### src/fdc_status_params.svh
// constants of the floppy read/write command status block
//
// Summary of operation
// - not-ready bit is inverted ready ORed with reset
// - no sector/track/address command while drive unready
// - write-protect on writes only, cleared on update
// - sector read reports deleted versus normal mark
// - writes report drive write fault, cleared on update
// - record-missing set when target not found
// - crc error refers to id or data field
// - lost data when host misses one byte time
// - data-request bit mirrors the data request line
// - busy set throughout command execution
`ifndef FDC_STATUS_PARAMS_SVH
`define FDC_STATUS_PARAMS_SVH

`define ADDR_STATUS     4'h0
`define ADDR_DATA       4'h1
`define ADDR_IRQ_STATUS 4'h2
`define ADDR_IRQ_ENABLE 4'h3
`define ADDR_IRQ_CLEAR  4'h4

`define BIT_NOT_READY 7
`define BIT_PROTECT   6
`define BIT_KIND      5
`define BIT_MISSING   4
`define BIT_CRC       3
`define BIT_LOST      2
`define BIT_DRQ       1
`define BIT_BUSY      0

`define CMD_FIELD_HI 7
`define CMD_FIELD_LO 5

`define IRQ_DONE    0
`define IRQ_REFUSED 1
`define IRQ_LOST    2
`define IRQ_WIDTH   3
`define IRQ_EN_RESET 3'h0

`define PIN_COUNT  4
`define PIN_READY  0
`define PIN_MR     1
`define PIN_WPROT  2
`define PIN_WFAULT 3

`define BYTE_RESET 8'h00
`define FILL_BYTE  8'h00

`endif

### src/fdc_status_pkg.sv
// types shared by the floppy read/write command status block
`default_nettype none
package fdc_status_pkg;
	typedef enum logic [2:0] {
		CMD_NONE         = 3'h0,
		CMD_READ_SECTOR  = 3'h1,
		CMD_WRITE_SECTOR = 3'h2,
		CMD_READ_TRACK   = 3'h3,
		CMD_WRITE_TRACK  = 3'h4,
		CMD_READ_ADDRESS = 3'h5
	} cmd_kind_t;

	typedef enum logic [1:0] {
		ST_IDLE = 2'b00,
		ST_RUN  = 2'b01
	} state_t;

	typedef struct packed {
		logic [3:0] addr;
		logic [7:0] wdata;
		logic       wr;
		logic       rd;
	} reg_req_t;

	typedef struct packed {
		logic       byte_tick;
		logic [7:0] rx_byte;
		logic       id_missing;
		logic       crc_fail;
		logic       deleted_mark;
		logic       done;
	} disk_evt_t;
endpackage
`default_nettype wire

### src/drq_tracker.sv
// data holding register, data request line and lost-data detection
`default_nettype none
`include "fdc_status_params.svh"
module drq_tracker
(
	input  wire logic       sys_clk,
	input  wire logic       srst,
	input  wire logic       start,
	input  wire logic       write_mode,
	input  wire logic       active,
	input  wire logic       byte_tick,
	input  wire logic [7:0] rx_byte,
	input  wire logic       host_rd,
	input  wire logic       host_wr,
	input  wire logic [7:0] host_wdata,
	output logic            data_request_line,
	output logic            lost,
	output logic            lost_pulse,
	output logic      [7:0] holding,
	output logic      [7:0] tx_byte
);
	logic serviced;
	logic missed;

	// an access in the same cycle as the byte tick still counts as in time
	assign serviced = write_mode ? host_wr : host_rd;
	assign missed   = data_request_line & ~serviced;

	always_ff @(posedge sys_clk)
	begin
		if (srst)
		begin
			data_request_line <= 1'b0;
			lost              <= 1'b0;
			lost_pulse        <= 1'b0;
			holding           <= `BYTE_RESET;
			tx_byte           <= `BYTE_RESET;
		end
		else
		begin
			lost_pulse <= 1'b0;
			if (host_wr && write_mode)
				holding <= host_wdata;
			if (start)
			begin
				data_request_line <= write_mode;
				lost              <= 1'b0;
			end
			else if (active && byte_tick)
			begin
				data_request_line <= 1'b1;
				lost              <= lost | missed;
				lost_pulse        <= missed;
				if (!write_mode)
					holding <= rx_byte;
				else if (host_wr)
					tx_byte <= host_wdata;
				else
					tx_byte <= missed ? `FILL_BYTE : holding;
			end
			else if (serviced || (!active && write_mode))
				data_request_line <= 1'b0;
		end
	end
endmodule // drq_tracker
`default_nettype wire

### src/floppy_rw_command_status.sv
// command sequencing and status register of the floppy read/write path
//
// The placing of the registers and the address-and-strobe port are this design's own decisions.
`default_nettype none
`include "fdc_status_params.svh"
module floppy_rw_command_status
(
	input  wire logic                     sys_clk,
	input  wire logic                     srst,
	input  wire fdc_status_pkg::reg_req_t req,
	output logic                    [7:0] rd_data,
	input  wire logic                     drive_ready,
	input  wire logic                     master_reset_input,
	input  wire logic                     write_protect,
	input  wire logic                     write_fault,
	input  wire fdc_status_pkg::disk_evt_t evt,
	output logic                          data_request_line,
	output logic                    [7:0] disk_tx_byte,
	output logic                          busy,
	output logic                          irq
);
	import fdc_status_pkg::*;

	logic [`PIN_COUNT-1:0] pins_async;
	logic [`PIN_COUNT-1:0] pins_synced;
	logic                  ready_s;
	logic                  mr_s;
	logic                  wprot_s;
	logic                  wfault_s;
	logic                  not_ready;
	state_t                state_reg;
	cmd_kind_t             kind_reg;
	cmd_kind_t             cmd_code;
	logic                  cmd_wr;
	logic                  legal;
	logic                  idle;
	logic                  start;
	logic                  refuse;
	logic                  new_is_write;
	logic                  run_is_write;
	logic                  wp_abort;
	logic                  drq_write_mode;
	logic                  done_pulse;
	logic                  addr_kind;
	logic                  protect_reg;
	logic                  kind_bit_reg;
	logic                  missing_reg;
	logic                  crc_reg;
	logic                  lost;
	logic                  lost_pulse;
	logic [7:0]            holding;
	logic [7:0]            status_value;
	logic [`IRQ_WIDTH-1:0] irq_status_reg;
	logic [`IRQ_WIDTH-1:0] irq_enable_reg;
	logic [`IRQ_WIDTH-1:0] irq_events;
	logic [`IRQ_WIDTH-1:0] irq_clear;
	logic [7:0]            rd_data_next;

	assign pins_async[`PIN_READY]  = drive_ready;
	assign pins_async[`PIN_MR]     = master_reset_input;
	assign pins_async[`PIN_WPROT]  = write_protect;
	assign pins_async[`PIN_WFAULT] = write_fault;

	pin_sync i_pin_sync
	(
		.sys_clk    (sys_clk),
		.srst       (srst),
		.pin_async  (pins_async),
		.pin_synced (pins_synced)
	);

	assign ready_s  = pins_synced[`PIN_READY];
	assign mr_s     = pins_synced[`PIN_MR];
	assign wprot_s  = pins_synced[`PIN_WPROT];
	assign wfault_s = pins_synced[`PIN_WFAULT];

	assign not_ready = ~ready_s | mr_s;

	// command decode
	assign cmd_wr   = req.wr && (req.addr == `ADDR_STATUS);
	assign cmd_code = cmd_kind_t'(req.wdata[`CMD_FIELD_HI:`CMD_FIELD_LO]);
	assign legal    = (cmd_code == CMD_READ_SECTOR) || (cmd_code == CMD_WRITE_SECTOR)
		|| (cmd_code == CMD_READ_TRACK) || (cmd_code == CMD_WRITE_TRACK)
		|| (cmd_code == CMD_READ_ADDRESS);
	assign idle     = (state_reg == ST_IDLE);
	// a command written while one runs is ignored rather than queued
	assign start    = cmd_wr && legal && idle && !not_ready;
	assign refuse   = cmd_wr && legal && idle && not_ready;

	assign new_is_write = (cmd_code == CMD_WRITE_SECTOR) || (cmd_code == CMD_WRITE_TRACK);
	assign run_is_write = (kind_reg == CMD_WRITE_SECTOR) || (kind_reg == CMD_WRITE_TRACK);
	// a protected disk ends a write at once, with the protect bit left set
	assign wp_abort     = start && new_is_write && wprot_s;
	// an aborted write must not raise the data request for a command that never runs
	assign drq_write_mode = start ? (new_is_write && !wprot_s) : run_is_write;
	assign done_pulse   = ((state_reg == ST_RUN) && evt.done) || wp_abort;
	// track commands carry no id search, so missing and crc stay zero
	assign addr_kind    = (kind_reg == CMD_READ_SECTOR) || (kind_reg == CMD_WRITE_SECTOR)
		|| (kind_reg == CMD_READ_ADDRESS);

	always_ff @(posedge sys_clk)
	begin
		if (srst)
		begin
			state_reg <= ST_IDLE;
			kind_reg  <= CMD_NONE;
		end
		else
		begin
			unique case (state_reg)
				ST_IDLE:
				begin
					if (start)
					begin
						kind_reg <= cmd_code;
						if (!wp_abort)
							state_reg <= ST_RUN;
					end
				end
				ST_RUN:
				begin
					if (evt.done)
						state_reg <= ST_IDLE;
				end
				default:
					state_reg <= ST_IDLE;
			endcase
		end
	end

	// busy has its own flop so the pin never shows a decode glitch
	always_ff @(posedge sys_clk)
	begin
		if (srst)
			busy <= 1'b0;
		else if (start && !wp_abort)
			busy <= 1'b1;
		else if (busy && evt.done)
			busy <= 1'b0;
	end

	// error bits: start of a command is the status update that clears them
	always_ff @(posedge sys_clk)
	begin
		if (srst)
			protect_reg <= 1'b0;
		else if (start)
			protect_reg <= new_is_write & wprot_s;
	end

	always_ff @(posedge sys_clk)
	begin
		if (srst || start)
			kind_bit_reg <= 1'b0;
		else if (busy && (kind_reg == CMD_READ_SECTOR) && evt.deleted_mark)
			kind_bit_reg <= 1'b1;
		else if (busy && run_is_write && wfault_s)
			kind_bit_reg <= 1'b1;
	end

	always_ff @(posedge sys_clk)
	begin
		if (srst || start)
			missing_reg <= 1'b0;
		else if (busy && addr_kind && evt.id_missing)
			missing_reg <= 1'b1;
	end

	// with missing set the crc bit speaks of id fields, else of data
	always_ff @(posedge sys_clk)
	begin
		if (srst || start)
			crc_reg <= 1'b0;
		else if (busy && addr_kind && evt.crc_fail)
			crc_reg <= 1'b1;
	end

	drq_tracker i_drq_tracker
	(
		.sys_clk           (sys_clk),
		.srst              (srst),
		.start             (start),
		.write_mode        (drq_write_mode),
		.active            (busy),
		.byte_tick         (evt.byte_tick),
		.rx_byte           (evt.rx_byte),
		.host_rd           (req.rd && (req.addr == `ADDR_DATA)),
		.host_wr           (req.wr && (req.addr == `ADDR_DATA)),
		.host_wdata        (req.wdata),
		.data_request_line (data_request_line),
		.lost              (lost),
		.lost_pulse        (lost_pulse),
		.holding           (holding),
		.tx_byte           (disk_tx_byte)
	);

	always_comb
	begin
		status_value                 = 8'h00;
		status_value[`BIT_NOT_READY] = not_ready;
		status_value[`BIT_PROTECT]   = protect_reg;
		status_value[`BIT_KIND]      = kind_bit_reg;
		status_value[`BIT_MISSING]   = missing_reg;
		status_value[`BIT_CRC]       = crc_reg;
		status_value[`BIT_LOST]      = lost;
		status_value[`BIT_DRQ]       = data_request_line;
		status_value[`BIT_BUSY]      = busy;
	end

	// interrupt status: set wins over a clear in the same cycle
	always_comb
	begin
		irq_events               = '0;
		irq_events[`IRQ_DONE]    = done_pulse;
		irq_events[`IRQ_REFUSED] = refuse;
		irq_events[`IRQ_LOST]    = lost_pulse;
		irq_clear                = '0;
		if (req.wr && (req.addr == `ADDR_IRQ_CLEAR))
			irq_clear = req.wdata[`IRQ_WIDTH-1:0];
	end

	always_ff @(posedge sys_clk)
	begin
		if (srst)
			irq_status_reg <= '0;
		else
			irq_status_reg <= (irq_status_reg & ~irq_clear) | irq_events;
	end

	always_ff @(posedge sys_clk)
	begin
		if (srst)
			irq_enable_reg <= `IRQ_EN_RESET;
		else if (req.wr && (req.addr == `ADDR_IRQ_ENABLE))
			irq_enable_reg <= req.wdata[`IRQ_WIDTH-1:0];
	end

	always_ff @(posedge sys_clk)
	begin
		if (srst)
			irq <= 1'b0;
		else
			irq <= |(((irq_status_reg & ~irq_clear) | irq_events) & irq_enable_reg);
	end

	// read port: unmapped addresses and write-only registers read zero
	always_comb
	begin
		rd_data_next = 8'h00;
		unique case (req.addr)
			`ADDR_STATUS:     rd_data_next = status_value;
			`ADDR_DATA:       rd_data_next = holding;
			`ADDR_IRQ_STATUS: rd_data_next = {5'h00, irq_status_reg};
			`ADDR_IRQ_ENABLE: rd_data_next = {5'h00, irq_enable_reg};
			default:          rd_data_next = 8'h00;
		endcase
	end

	always_ff @(posedge sys_clk)
	begin
		if (srst)
			rd_data <= 8'h00;
		else if (req.rd)
			rd_data <= rd_data_next;
		else
			rd_data <= 8'h00;
	end
endmodule // floppy_rw_command_status
`default_nettype wire

### src/pin_sync.sv
// two-stage synchroniser for the drive pins
`default_nettype none
`include "fdc_status_params.svh"
module pin_sync
(
	input  wire logic                  sys_clk,
	input  wire logic                  srst,
	input  wire logic [`PIN_COUNT-1:0] pin_async,
	output logic      [`PIN_COUNT-1:0] pin_synced
);
	genvar i;
	generate
		for (i = 0; i < `PIN_COUNT; i++)
		begin : g_bit
			logic stage1_reg;
			always_ff @(posedge sys_clk)
			begin
				if (srst)
				begin
					stage1_reg    <= 1'b0;
					pin_synced[i] <= 1'b0;
				end
				else
				begin
					stage1_reg    <= pin_async[i];
					pin_synced[i] <= stage1_reg;
				end
			end
		end
	endgenerate
endmodule // pin_sync
`default_nettype wire

### config.mk
export PLATFORM = sky130hd
export DESIGN_NAME = floppy_rw_command_status
export DESIGN_NICKNAME = d
export VERILOG_FILES = /design/src/fdc_status_pkg.sv /design/src/drq_tracker.sv /design/src/floppy_rw_command_status.sv /design/src/pin_sync.sv
export VERILOG_INCLUDE_DIRS = /design/src /design/src/src
export SDC_FILE = /design/constraint.sdc
export NUM_CORES = 1
export LEC_CHECK = 0
export ABC_AREA = 1
export BUFFER_PORTS_ARGS = -buffer_cell sky130_fd_sc_hd__buf_2
export CAP_MARGIN = 15
export CELL_PAD_IN_SITES_DETAIL_PLACEMENT = 1
export CELL_PAD_IN_SITES_GLOBAL_PLACEMENT = 2
export CORE_MARGIN = 1.5
export CORE_UTILIZATION = 29
export CTS_BUF_LIST = sky130_fd_sc_hd__clkbuf_16
export CTS_CLUSTER_SIZE = 24
export DETAILED_ROUTE_END_ITERATION = 6
export PLACE_DENSITY_LB_ADDON = 0.1
export SYNTH_ARGS = -nofsm -noshare
export SYNTH_HDL_FRONTEND = slang
export SYNTH_SLANG_ARGS = --single-unit
### constraint.sdc
create_clock -name sys_clk -period 2.1 [get_ports sys_clk]
set_input_delay 0.525 -clock sys_clk [delete_from_list [all_inputs] [get_ports sys_clk]]
set_output_delay 0.525 -clock sys_clk [all_outputs]
set_load 0.1 [all_outputs]
# Word level (Yosys, flattened, before mapping)
# Index checks and enable logic that the tools add are counted.
# word_totals
regBits	52
input_bits	33
out_inout_bits	19
word_cells	127
# classes
n_eq_ne	17
muxes	21
bitwise	13
reduce_logical	52
# ops
cell	n
$mux 8	6
$pmux 8 s4	1
$logic_and 1x1->1	25
$eq 3x3->1 const B	4
$logic_or 1x1->1	11
$eq 3x2->1 const B	3
$mux 1	9
$eq 4x2->1 const B	2
$and 3x3->3	2
$eq 3x1->1 const B	2
$mux 2	3
$reduce_and 3->1	2
$reduce_or 3->1	2
$not 1->1	5
$eq 4x1->1 const B	1
$eq 4x3->1 const B	1
$logic_not 1->1	4
$logic_not 4->1	1
$ne 2x2->1 const B	2
$pmux 2 s2	1
$reduce_bool 2->1	2
$reduce_or 2->1	2
$mux 3	1
$not 3->3	1
other kinds (8)	10

# Logic depth before layout (Yosys ltp)
# Gate-level depths: netlist (run 1).
# depth
depth_word	14
depth_mapped	13
mapped_depth_nobuf	12

# Hierarchy
# Synthesis (run 1) repeated with hierarchy kept, for this count alone.
# hier_totals
cells_unflattened	397
area_unflattened_um2	2563.7
# modules_own_cells
module	instances	cells_per_inst	area_per_inst_um2	seq_area_each_um2
floppy_rw_command_status	1	174	1204.9	480.5
drq_tracker	1	198	1127.3	380.4
pin_sync	1	25	231.5	160.2

# Worst setup path after synthesis (run 1)
# No wires, ideal clock.
# synth_timing
kind	reg-to-reg
from	reg busy
to	reg i_drq_tracker.holding[2]
setup_time_ns	0.113
arrival_time_ns	1.973
required_ns	1.987
slack_ns	0.014
stages_incl_launch_ff	11
n_path_buf	1
synth_period_minus_slack_ns	2.086
cell_sequence	dfxtp_1 nand2_1 inv_1 nand2_1 nor2_2 inv_2 buf_4 o21ai_0 inv_1 o21ai_1 inv_1
# synth_via
elab_chain_cells	3
# synth_rtl
element	line_no	source
from (decl)	floppy_rw_command_status.sv:19	output logic busy,
from (signal assigned)	floppy_rw_command_status.sv:135	busy <= 1'b0;
from (signal assigned)	floppy_rw_command_status.sv:137	busy <= 1'b1;
from (signal assigned)	floppy_rw_command_status.sv:139	busy <= 1'b0;
$logic_and 1x1->1	drq_tracker.sv:49	else if (active && byte_tick)
$mux 8	drq_tracker.sv:49	
$mux 8	drq_tracker.sv:44	if (start)
to (signal assigned)	drq_tracker.sv:36	holding <= `BYTE_RESET;
to (signal assigned)	drq_tracker.sv:43	holding <= host_wdata;
to (signal assigned)	drq_tracker.sv:55	holding <= rx_byte;
to (decl)	drq_tracker.sv:19	output logic [7:0] holding,
# Every way passes these cells.
# A chain may end at the register's enable or synchronous reset.

# Final worst setup path (run 1)
# layout_timing
from	reg i_drq_tracker.data_request_line
to	out data_request_line
# layout_rtl
element	line_no	source
from (decl)	drq_tracker.sv:16	output logic data_request_line,
from (signal assigned)	drq_tracker.sv:46	data_request_line <= write_mode;
to (decl)	floppy_rw_command_status.sv:17	output logic data_request_line,
# No word-level cell between the ends.

==> qor.yml, run 1 <==
clocking:
  post_cts_buffers: 0
  root_buffer: "clkbuf_16"
  cts_inserted_buffers: 5
  clock_latency_ns: 0.29
  cts_resized: 0
  cts_sinks: 51
  cts_buffer_depth: 2
  path_clk_slew_ns: 0.07
  htreeDepth: 2
  cts_tree: "built"
  cts.hold.buffers_added: 0
global_route:
  grt_pass1_wl_um: 11600
  grtUsageTotal_pct: 17.7
  grt_pass1_vias: 2300
  antenna_found_initial: 0
  grt-ovfl-total: 0
  grt_max_degree: 18
timing:
  tns_ns: 0
  setup_viol_count_final: 0
  fin_skew_ns: 0.00737
  tightest_slew_ns: 0.491
  rsz0062_at_grt: "no"
  fin_ws_ns: 0.350
  min_period_over_period_pct: 83.3
  finalCriticalPeriod_ns: 1.75
  hold_viol_final: 0
  fmax_ghz: 0.571
  slew_headroom_pct: 67.5
  maxSlewViolCount: 0
worst_setup_path:
  rr_startpoint: "i_pin_sync.pin_synced[0]"
  endpoint_kind: "output pin"
  arrival_ns: 1.23
  cp_top_family: "buffers and inverters"
  critPathSlowestCell: "buf_2"
  cp.buffers_inverters: 1
  cp.depth: 1
  r2r_cells: 10
  path_cells: "buf_2"
  crit_fanout: 4
  crit_path_start: "i_drq_tracker.data_request_line"
  crit_type: "reg2out"
  slowest_delay_ns: 0.48
  cp-start-kind: "flip-flop"
  cp_data_required_time_ns: 1.57
layout:
  top_regs: "i_drq_tracker.holding (8), i_drq_tracker.tx_byte (8), rd_data (8)"
  area_growth_pct: 26.8
  drive_above_1_share_pct: 22.0
  num_antenna_cells: 0
  multi_input_area_um2: 1010
  nNetsFinal: 432
  seq_area_um2: 1020
  final.fill_count: 1007
floorplan:
  start_util_pct: 29.9
  core-area_um2: 7730
  io_pins: 52
  rows: 32
  die_height_um: 92.2
  die-width_um: 92.2
  dieArea_um2: 8500
placed_design:
  dp_hpwl_um: 5620
  globalplace.congestion: 0.797
  dp_slack_ns: 0.0980
  portBuffers: 51
detailed_routing:
  wirelength_um: 7100
  dr_total_vias: 2257
  post-route-drc-count: 0
  vias_per_cell: 4.50
  drt_iter0_markers: 56
  wl_per_cell_um: 14.1
  first_pass_iters: 5
  ant_nets: 0
worst_hold_path:
  holdPathStages: 2
  min_path_type: "reg2reg"
  min_from: "i_pin_sync.g_bit[1].stage1_reg"
yosys:
  synth_area_leaders: "dfxtp_1, inv_1, nand2_1"
  synthFlopType: "dfxtp_1"
  ys_seq_elements: 51
  synth_edf_count: 0
  synth_async_sr_flop_share_pct: 0
  synth_top_area_cell: "dfxtp_1"
  synth_top_area_share_pct: 44.2
  synth.distinct_cells: 26
  seq_area_frac_synth_pct: 44.2
  synth_area_um2: 2310
  syn_avg_cell_area_um2: 6.91
  syn_inst: 334
  yosysWarnings: 0
  yosys-top-cells-count: "inv_1, nand2_1, dfxtp_1"
  syn-num-nets: 367
  synth_most_common_cell: "inv_1"
pwr:
  vdd_drop_max_mv: 0.291
  power.density_nw_per_um2: 706
  leakage_nw: 1.45
run_status:
  status: "completed"
run:
  drv_cap: 0
==> layer usage <==
layer | vias to the layer above | wire length [um] | track usage [%] | part of all wire, %
met4 | 0 | 99 | 4.36 | 1.4
met5 | - | 0 | 0 | 0
met3 | 8 | 241 | 3.32 | 3.4
li1 | 1186 | - | - | -
met1 | 1018 | 3520 | 23.3 | 50
met2 | 45 | 3240 | 29.6 | 46
==> final timing paths <==
check	slack, ns	endpoint
worst max-delay path	0.35	data_request_line
worst min-delay path	0.40	i_pin_sync.pin_synced[1]
worst max register to register	0.45	i_drq_tracker.holding[2]
worst min register to register	0.40	i_pin_sync.pin_synced[1]
==> cell families (layout without fill, tap and decap cells) <==
kind of cell           after synthesis  in the layout  share of synthesized area [%]
AND/OR/NAND/NOR                    134            134                           25.6
buffers and inverters               70            136                           12.1
AO/OA/AOI/OAI                       79             79                           18.0
flip-flops                          51             51                           44.2
==> layout by cell type (no fill, tap or decap), types with 2 or more instances in the layout <==
master,instances
inv_1,61
nand2_1,60
dfxtp_1,51
buf_2,51
nor2_1,42
a21oi_1,37
o21ai_0,28
nand3_1,17
buf_4,15
clkbuf_16,5
nor2_2,4
o22ai_1,4
o21ai_1,4
nand3_2,3
nor2_4,2
a31oi_1,2
a211oi_1,2
nand2_4,2
==> per-stage QoR <==
stage | instances | instance area [um^2] | hold WS (ns) | total power [mW] | utilization (%)
3_3_place_gp | 494 | 2760 | 0.390 | 1.13 | 35.7
4_1_cts | 502 | 2930 | 0.407 | 2.10 | 37.9
3_5_place_dp | 494 | 2760 | 0.397 | 1.13 | 35.7
2_1_floorplan | 334 | 2310 | 0.388 | 1.06 | -
5_1_grt | 502 | 2930 | 0.418 | 2.14 | 37.9
6_report | 502 | 2930 | 0.403 | 2.07 | 37.9
==> final cells by class <==
class | instances | area share (%)
Multi-Input combinational cell | 213 | 34.4
Inverter | 62 | 7.95
Clock buffer | 5 | 4.27
Tap cell | 102 | 4.36
Timing Repair Buffer | 66 | 12.6
Sequential cell | 51 | 34.9
Clock inverter | 3 | 1.58
==> report_power, final <==
group	total, mW	internal [mW]	switching, mW
sequential	0.979	0.975	0.00338
clock	0.960	0.567	0.392
combinational	0.128	0.0480	0.0796
Power figures use the tool's default switching activity.
==> inputs of run 2 (changes only) <==
CORE_UTILIZATION = 26   (was 29)
clock period = 1.5 ns   (was 2.1 ns; I/O delays follow)
==> run 2 against run 1 <==
Worst setup slack got worse by 0.33 ns; routed wire length rose by 12%; count of clock-buffer cells in the layout did not move; sequential cell count did not move; power rose by 32%; clock skew fell by 0.0012 ns; critical path depth rose by 10; worst hold slack got worse by 0.12 ns; sequential share of layout area fell by 4.7 points; register-to-register slack got worse by 0.43 ns; first-iteration DRC count fell by 5.4%; sequential power rose by 40%; critical path type is now reg2reg; critical endpoint is now i_drq_tracker.holding[5]; highest routed layer unchanged.
==> qor.yml, run 2 (synthesized netlist as in run 1, its figures left out) <==
pwr:
  clkPwrFrac_pct: 40.8  # was 46.5%
  sw_frac_of_total_pct: 23.7  # was 23.0%
  intPower_mw: 2.09  # was 1.59 mW
  p_sw_uw: 648  # was 475 uW
  share_seq_of_total_power_pct: 50.1  # was 47.4%
  power_mw: 2.74  # was 2.07 mW
  leakage_nw: 1.63  # was 1.45 nW
  vdd_drop_max_mv: 0.435  # was 0.291 mV
  p_comb_share_pct: 9.1  # was 6.2%
  power.density_nw_per_um2: 803  # was 706 nW/um^2
layout:
  area_growth_pct: 47.6  # was 26.8%
  post-route-util_pct: 39.3  # was 37.9%
  top_regs: "i_drq_tracker.holding (8), i_drq_tracker.tx_byte (8), rd_data (8)"  # unchanged
  final.fill_count: 1129  # was 1,007
  num_antenna_cells: 0  # unchanged
  nNetsFinal: 467  # was 432
  layout_commonest_cell: "inv_1"  # unchanged
  layout_common_cells: "inv_1, nand2_1, dfxtp_1, buf_2, buf_4"  # was inv_1, nand2_1, dfxtp_1, buf_2, nor2_1
  drive_above_1_share_pct: 34.5  # was 22.0%
worst_setup_path:
  worst-r2r-setup-slack_ns: 0.02  # was 0.45 ns
  cp-start-kind: "flip-flop"  # unchanged
  crit_type: "reg2reg"  # was reg2out
  slowest_delay_ns: 0.33  # was 0.48 ns
  cp.buffers_inverters: 2  # was 1
  r2r_cells: 11  # was 10
  path_cells: "nor2_2, nand3_2, nor2_4, nand3_4, nand2_4, nand2_8, buf_6, nand2_2, nand2_1, o21ai_1, inv_1"  # was buf_2
  arrival_ns: 1.67  # was 1.23 ns
  r2r-end: "i_drq_tracker.holding[5]"  # was i_drq_tracker.holding[2]
  endpoint_kind: "flip-flop"  # was output pin
  critPathSlowestCell: "dfxtp_2"  # was buf_2
  crit_fanout: 7  # was 4
  cp_data_required_time_ns: 1.69  # was 1.57 ns
  rr_startpoint: "state_reg[0]"  # was i_pin_sync.pin_synced[0]
  cp_top_family: "simple AND/OR/NAND/NOR gates"  # was buffers and inverters
timing:
  maxSlewViolCount: 0  # unchanged
  slew_headroom_pct: 67.5  # about the same
  fin_ws_ns: 0.0197  # was 0.350 ns
  setup_viol_count_final: 0  # unchanged
  finalCriticalPeriod_ns: 1.48
  min_period_over_period_pct: 98.7
  fmax_ghz: 0.676
  tightest_slew_ns: 0.490  # was 0.491 ns
  tns_ns: 0  # unchanged
  hold_viol_final: 0  # unchanged
  fin_skew_ns: 0.00615  # was 0.00737 ns
  rsz0062_at_grt: "yes"  # was no
  whs_ns: 0.282  # was 0.403 ns
worst_hold_path:
  min_to: "i_pin_sync.g_bit[1].stage1_reg"  # was i_pin_sync.pin_synced[1]
  min_from: "master_reset_input"  # was i_pin_sync.g_bit[1].stage1_reg
  min_path_type: "in2reg"  # was reg2reg
  holdPathStages: 3  # was 2
run_status:
  status: "completed"  # unchanged
floorplan:
  core-area_um2: 8680  # was 7730 um^2
  die-width_um: 97.2  # was 92.2 um
  rows: 34  # was 32
  start_util_pct: 26.6  # was 29.9%
  io_pins: 52  # unchanged
  dieArea_um2: 9450  # was 8500 um^2
  die_height_um: 97.2  # was 92.2 um
placed_design:
  portBuffers: 51  # unchanged
  dp_slack_ns: -0.419  # was 0.0980 ns
  globalplace.congestion: 0.773  # was 0.797
  dp_hpwl_um: 6110  # was 5620 um
clocking:
  clock_latency_ns: 0.29  # about the same
  cts_buffer_depth: 2  # unchanged
  cts_sinks: 51  # unchanged
  path_clk_slew_ns: 0.07  # about the same
  cts.hold.buffers_added: 0  # unchanged
  cts_tree: "built"  # unchanged
  root_buffer: "clkbuf_16"  # unchanged
  cts_inserted_buffers: 5  # unchanged
  htreeDepth: 2  # unchanged
run:
  drv_cap: 0  # unchanged
global_route:
  antenna_found_initial: 0  # unchanged
  grt_max_degree: 23  # was 18
  grt_pass1_wl_um: 12900  # was 11,600 um
  grt_pass1_vias: 2512  # was 2,300
  grtUsageTotal_pct: 17.4  # was 17.7%
  grt-ovfl-total: 0  # unchanged
detailed_routing:
  first_pass_iters: 4  # was 5
  vias_per_cell: 4.48  # was 4.50
  drt_iter0_markers: 53  # was 56
  post-route-drc-count: 0  # unchanged
  wl_per_cell_um: 14.7  # was 14.1 um
  ant_nets: 0  # unchanged
  wirelength_um: 7980  # was 7100 um
  dr_total_vias: 2431  # was 2,257
run 2: worst min-delay path, stage by stage:
cell	delay [ns]
buf_2	0.07
inv_1	0.03
nor2_1	0.06
run 2: area by class of cell:
type,count,area [um^2],share of cell area (%)
Clock buffer,5,125,3.67
Clock inverter,3,16.3,0.477
Inverter,62,235,6.90
Multi-Input combinational cell,214,1160,34.1
Sequential cell,51,1030,30.2
Tap cell,108,135,3.97
Timing Repair Buffer,100,707,20.7
run 2: worst max path at each step:
stage / from / end / depth (start not counted)
floorplan: req[13] / i_drq_tracker.holding[2] / 12
global placement: req[13] / i_drq_tracker.tx_byte[3] / 11
detailed placement: req[13] / i_drq_tracker.tx_byte[3] / 11
CTS: req[11] / i_drq_tracker.tx_byte[3] / 10
global route: req[9] / i_drq_tracker.holding[5] / 14
finish: state_reg[0] / i_drq_tracker.holding[5] / 11
run 2: timing repair:
action / CTS / global route
gates resized for setup: 14 / 35
buffers inserted: 1 / 4
gates cloned: 1 / 0
setup endpoints to repair: 18 / 20
endpoints found under the hold margin: 0 / 0
pin swaps: 7 / 16
run 2: stage by stage:
step           cells  cell area (um^2)
6_report         543              3410
5_1_grt          543              3410
4_1_cts          539              3250
3_5_place_dp     529              3040
3_3_place_gp     529              3040
2_1_floorplan    334              2330
run 2: per-layer routing:
layer	vias to the layer above	global-route usage [%]	share of wire (%)
met5	-	0	0
met3	7	2.95	3.5
met2	43	29.1	46
met4	0	4.40	1.1
li1	1254	-	-
met1	1127	23.2	49
run 2: power by group through the flow:
stage	clock, mW	combinational (mW)	sequential (mW)
finish	1.12	0.249	1.37
global route	1.22	0.276	1.37
CTS	1.17	0.233	1.37
detailed placement	0	0.225	1.40
global placement	0	0.222	1.40
floorplan	0	0.0824	1.40
==> inputs of run 3 (changes only) <==
CORE_UTILIZATION = 29   (was 26)
SKIP_LAST_GASP = 1   (was not set)
clock period = 1.4 ns   (was 1.5 ns; I/O delays follow)
==> run 3 against run 2 <==
The flow now finishes with violations (negative setup slack); combinational power up 17%; sequential power up 7%; critical endpoint is now i_drq_tracker.holding[6]; final cell count up 1.7%; first-iteration DRC count up 30%.
==> qor.yml, run 3 (synthesized netlist as in run 1, its figures left out) <==
global_route:
  antenna_found_initial: 0  # unchanged
  grt_pass1_vias: 2584  # was 2,512
  use_met2_pct: 33.0  # was 29.1%
  grt-ovfl-total: 0  # unchanged
  gr-usage-met3_pct: 3.65  # was 2.95%
  globalRoute.busiestLayer: "met2"  # unchanged
  grtUsageTotal_pct: 19.6  # was 17.4%
  grt_pass1_wl_um: 12800  # was 12,900 um
  met1_usage_pct: 24.4  # was 23.2%
  grt_max_degree: 18  # was 23
pwr:
  share_seq_of_total_power_pct: 45.6  # was 50.1%
  vdd_drop_max_mv: 0.443  # was 0.435 mV
  power.density_nw_per_um2: 832  # was 803 nW/um^2
  p_sw_uw: 768  # was 648 uW
  sw_frac_of_total_pct: 23.9  # was 23.7%
  clkPwrFrac_pct: 45.3  # was 40.8%
  power_mw: 3.21  # was 2.74 mW
  p_comb_share_pct: 9.1  # about the same
  leakage_nw: 1.76  # was 1.63 nW
  intPower_mw: 2.44  # was 2.09 mW
run_status:
  status: "complete, but fails checks"  # was completed
  violations: "negative setup slack"
timing:
  fmax_ghz: 0.655  # was 0.676 GHz
  fin_ws_ns: -0.127  # was 0.0197 ns
  hold_viol_final: 0  # unchanged
  maxSlewViolCount: 0  # unchanged
  min_period_over_period_pct: 109  # was 98.7%
  finalCriticalPeriod_ns: 1.53  # was 1.48 ns
  fin_skew_ns: 0.00461  # was 0.00615 ns
  whs_ns: 0.255  # was 0.282 ns
  slew_headroom_pct: 67.9  # was 67.5%
  tightest_slew_ns: 0.484  # was 0.490 ns
  rsz0062_at_grt: "yes"  # unchanged
  setup_viol_count_final: 19  # was 0
placed_design:
  portBuffers: 51  # unchanged
  globalplace.congestion: 0.820  # was 0.773
  dp_hpwl_um: 5820  # was 6110 um
clocking:
  cts_sinks: 51  # unchanged
  cts_buffer_depth: 2  # unchanged
  clock_latency_ns: 0.29  # about the same
  htreeDepth: 2  # unchanged
  root_buffer: "clkbuf_16"  # unchanged
  cts_inserted_buffers: 5  # unchanged
  cts.hold.buffers_added: 0  # unchanged
  cts_tree: "built"  # unchanged
  path_clk_slew_ns: 0.07  # about the same
layout:
  layout_commonest_cell: "inv_1"  # unchanged
  top_regs: "i_drq_tracker.holding (8), i_drq_tracker.tx_byte (8), rd_data (8)"  # unchanged
  area_growth_pct: 67.3  # was 47.6%
  nNetsFinal: 482  # was 467
  layout_common_cells: "inv_1, buf_4, dfxtp_1"  # was inv_1, nand2_1, dfxtp_1, buf_2, buf_4
  num_antenna_cells: 0  # unchanged
  drive_above_1_share_pct: 42.0  # was 34.5%
floorplan:
  rows: 32  # was 34
  dieArea_um2: 8500  # was 9450 um^2
  die-width_um: 92.2  # was 97.2 um
  io_pins: 52  # unchanged
  die_height_um: 92.2  # was 97.2 um
  core-area_um2: 7730  # was 8680 um^2
  start_util_pct: 29.9  # was 26.6%
worst_hold_path:
  holdPathStages: 2  # was 3
  min_path_type: "in2reg"  # unchanged
worst_setup_path:
  endpoint_kind: "flip-flop"  # unchanged
  cp.buffers_inverters: 5  # was 2
  arrival_ns: 1.72  # was 1.67 ns
  path_cells: "inv_2, nor2_2, buf_4, buf_6, nand3_4, nand2_4, nand2_8, buf_8, nand2_2, nand2_2, o21ai_2, inv_1"  # was nor2_2, nand3_2, nor2_4, nand3_4, nand2_4, nand2_8, buf_6, nand2_2, nand2_1, o21ai_1, inv_1
  cp.depth: 12  # was 11
  crit_top_cell: "nand2_2"
  crit_fanout: 7  # unchanged
  crit_type: "reg2reg"  # unchanged
  cp_top_family: "buffers and inverters"  # was simple AND/OR/NAND/NOR gates
  cp-start-kind: "flip-flop"  # unchanged
  critPathSlowestCell: "dfxtp_2"  # unchanged
  r2r_cells: 12  # was 11
  cp_data_required_time_ns: 1.59  # was 1.69 ns
  slowest_delay_ns: 0.32  # was 0.33 ns
detailed_routing:
  drt_iter0_markers: 69  # was 53
  post-route-drc-count: 0  # unchanged
  wirelength_um: 8550  # was 7980 um
  wl_per_cell_um: 15.5  # was 14.7 um
  vias_per_cell: 4.66  # was 4.48
  dr_total_vias: 2571  # was 2,431
  first_pass_iters: 4  # unchanged
  ant_nets: 0  # unchanged
run:
  drv_cap: 0  # unchanged
==> run 3: cell types whose count changed in the layout (fill, tap and decap cells not counted), sizes merged <==
cell	previous run	this run
clkinv	2	0
clkinvlp	0	2
bufinv	0	1
inv	63	62
buf	100	114
clkbuf	5	6
==> run 3: worst paths after layout <==
| path | startpoint | endpoint | slack (ns) |
|---|---|---|---|
| max | i_pin_sync.pin_synced[0] | i_drq_tracker.holding[6] | -0.13 |
| min | evt[0] | state_reg[0] | 0.26 |
| max reg2reg | i_pin_sync.pin_synced[0] | i_drq_tracker.holding[6] | -0.13 |
| min reg2reg | i_pin_sync.g_bit[0].stage1_reg | i_pin_sync.pin_synced[0] | 0.40 |
==> run 3: per-layer routing <==
layer  routed length [um]  part of all wire [%]
met1                 3760                    44
met4                  208                   2.4
met2                 4270                    50
met5                    0                     0
met3                  307                   3.6
==> run 3: repair_timing <==
| action | CTS | global route |
|---|---|---|
| setup buffers | 12 | 11 |
| resized for setup | 32 | 52 |
| setup endpoints to repair | 20 | 29 |
| gates cloned | 1 | 1 |
| pin swaps | 16 | 20 |
==> run 3: stage by stage <==
| stage | TNS [ns] | instance area (um^2) | setup WS, ns | utilization, % | cells |
|---|---|---|---|---|---|
| global placement | -8.49 | 3190 | -0.399 | 41.3 | 520 |
| detailed placement | -10.08 | 3190 | -0.454 | 41.3 | 520 |
| finish | -1.57 | 3860 | -0.127 | 50.0 | 552 |
| CTS | -0.459 | 3620 | -0.0694 | 46.9 | 541 |
| floorplan | -1.42 | 2330 | -0.129 | - | 334 |
| global route | -3.81 | 3860 | -0.224 | 50.0 | 552 |
==> run 3: layout make-up <==
| class | instances | area, um^2 |
|---|---|---|
| Fill cell | 961 | 3870 |
| Multi-Input combinational cell | 214 | 1240 |
| Timing Repair Buffer | 115 | 1050 |
| Sequential cell | 51 | 1030 |
| Inverter | 62 | 239 |
| Tap cell | 102 | 128 |
| Clock buffer | 5 | 125 |
| Clock inverter | 3 | 46.3 |
==> run 3: power groups by stage <==
stage	sequential (mW)	clock (mW)	combinational [mW]
global placement	1.50	0	0.221
floorplan	1.50	0	0.0884
CTS	1.47	1.49	0.264
detailed placement	1.50	0	0.226
finish	1.47	1.45	0.292
global route	1.47	1.53	0.321
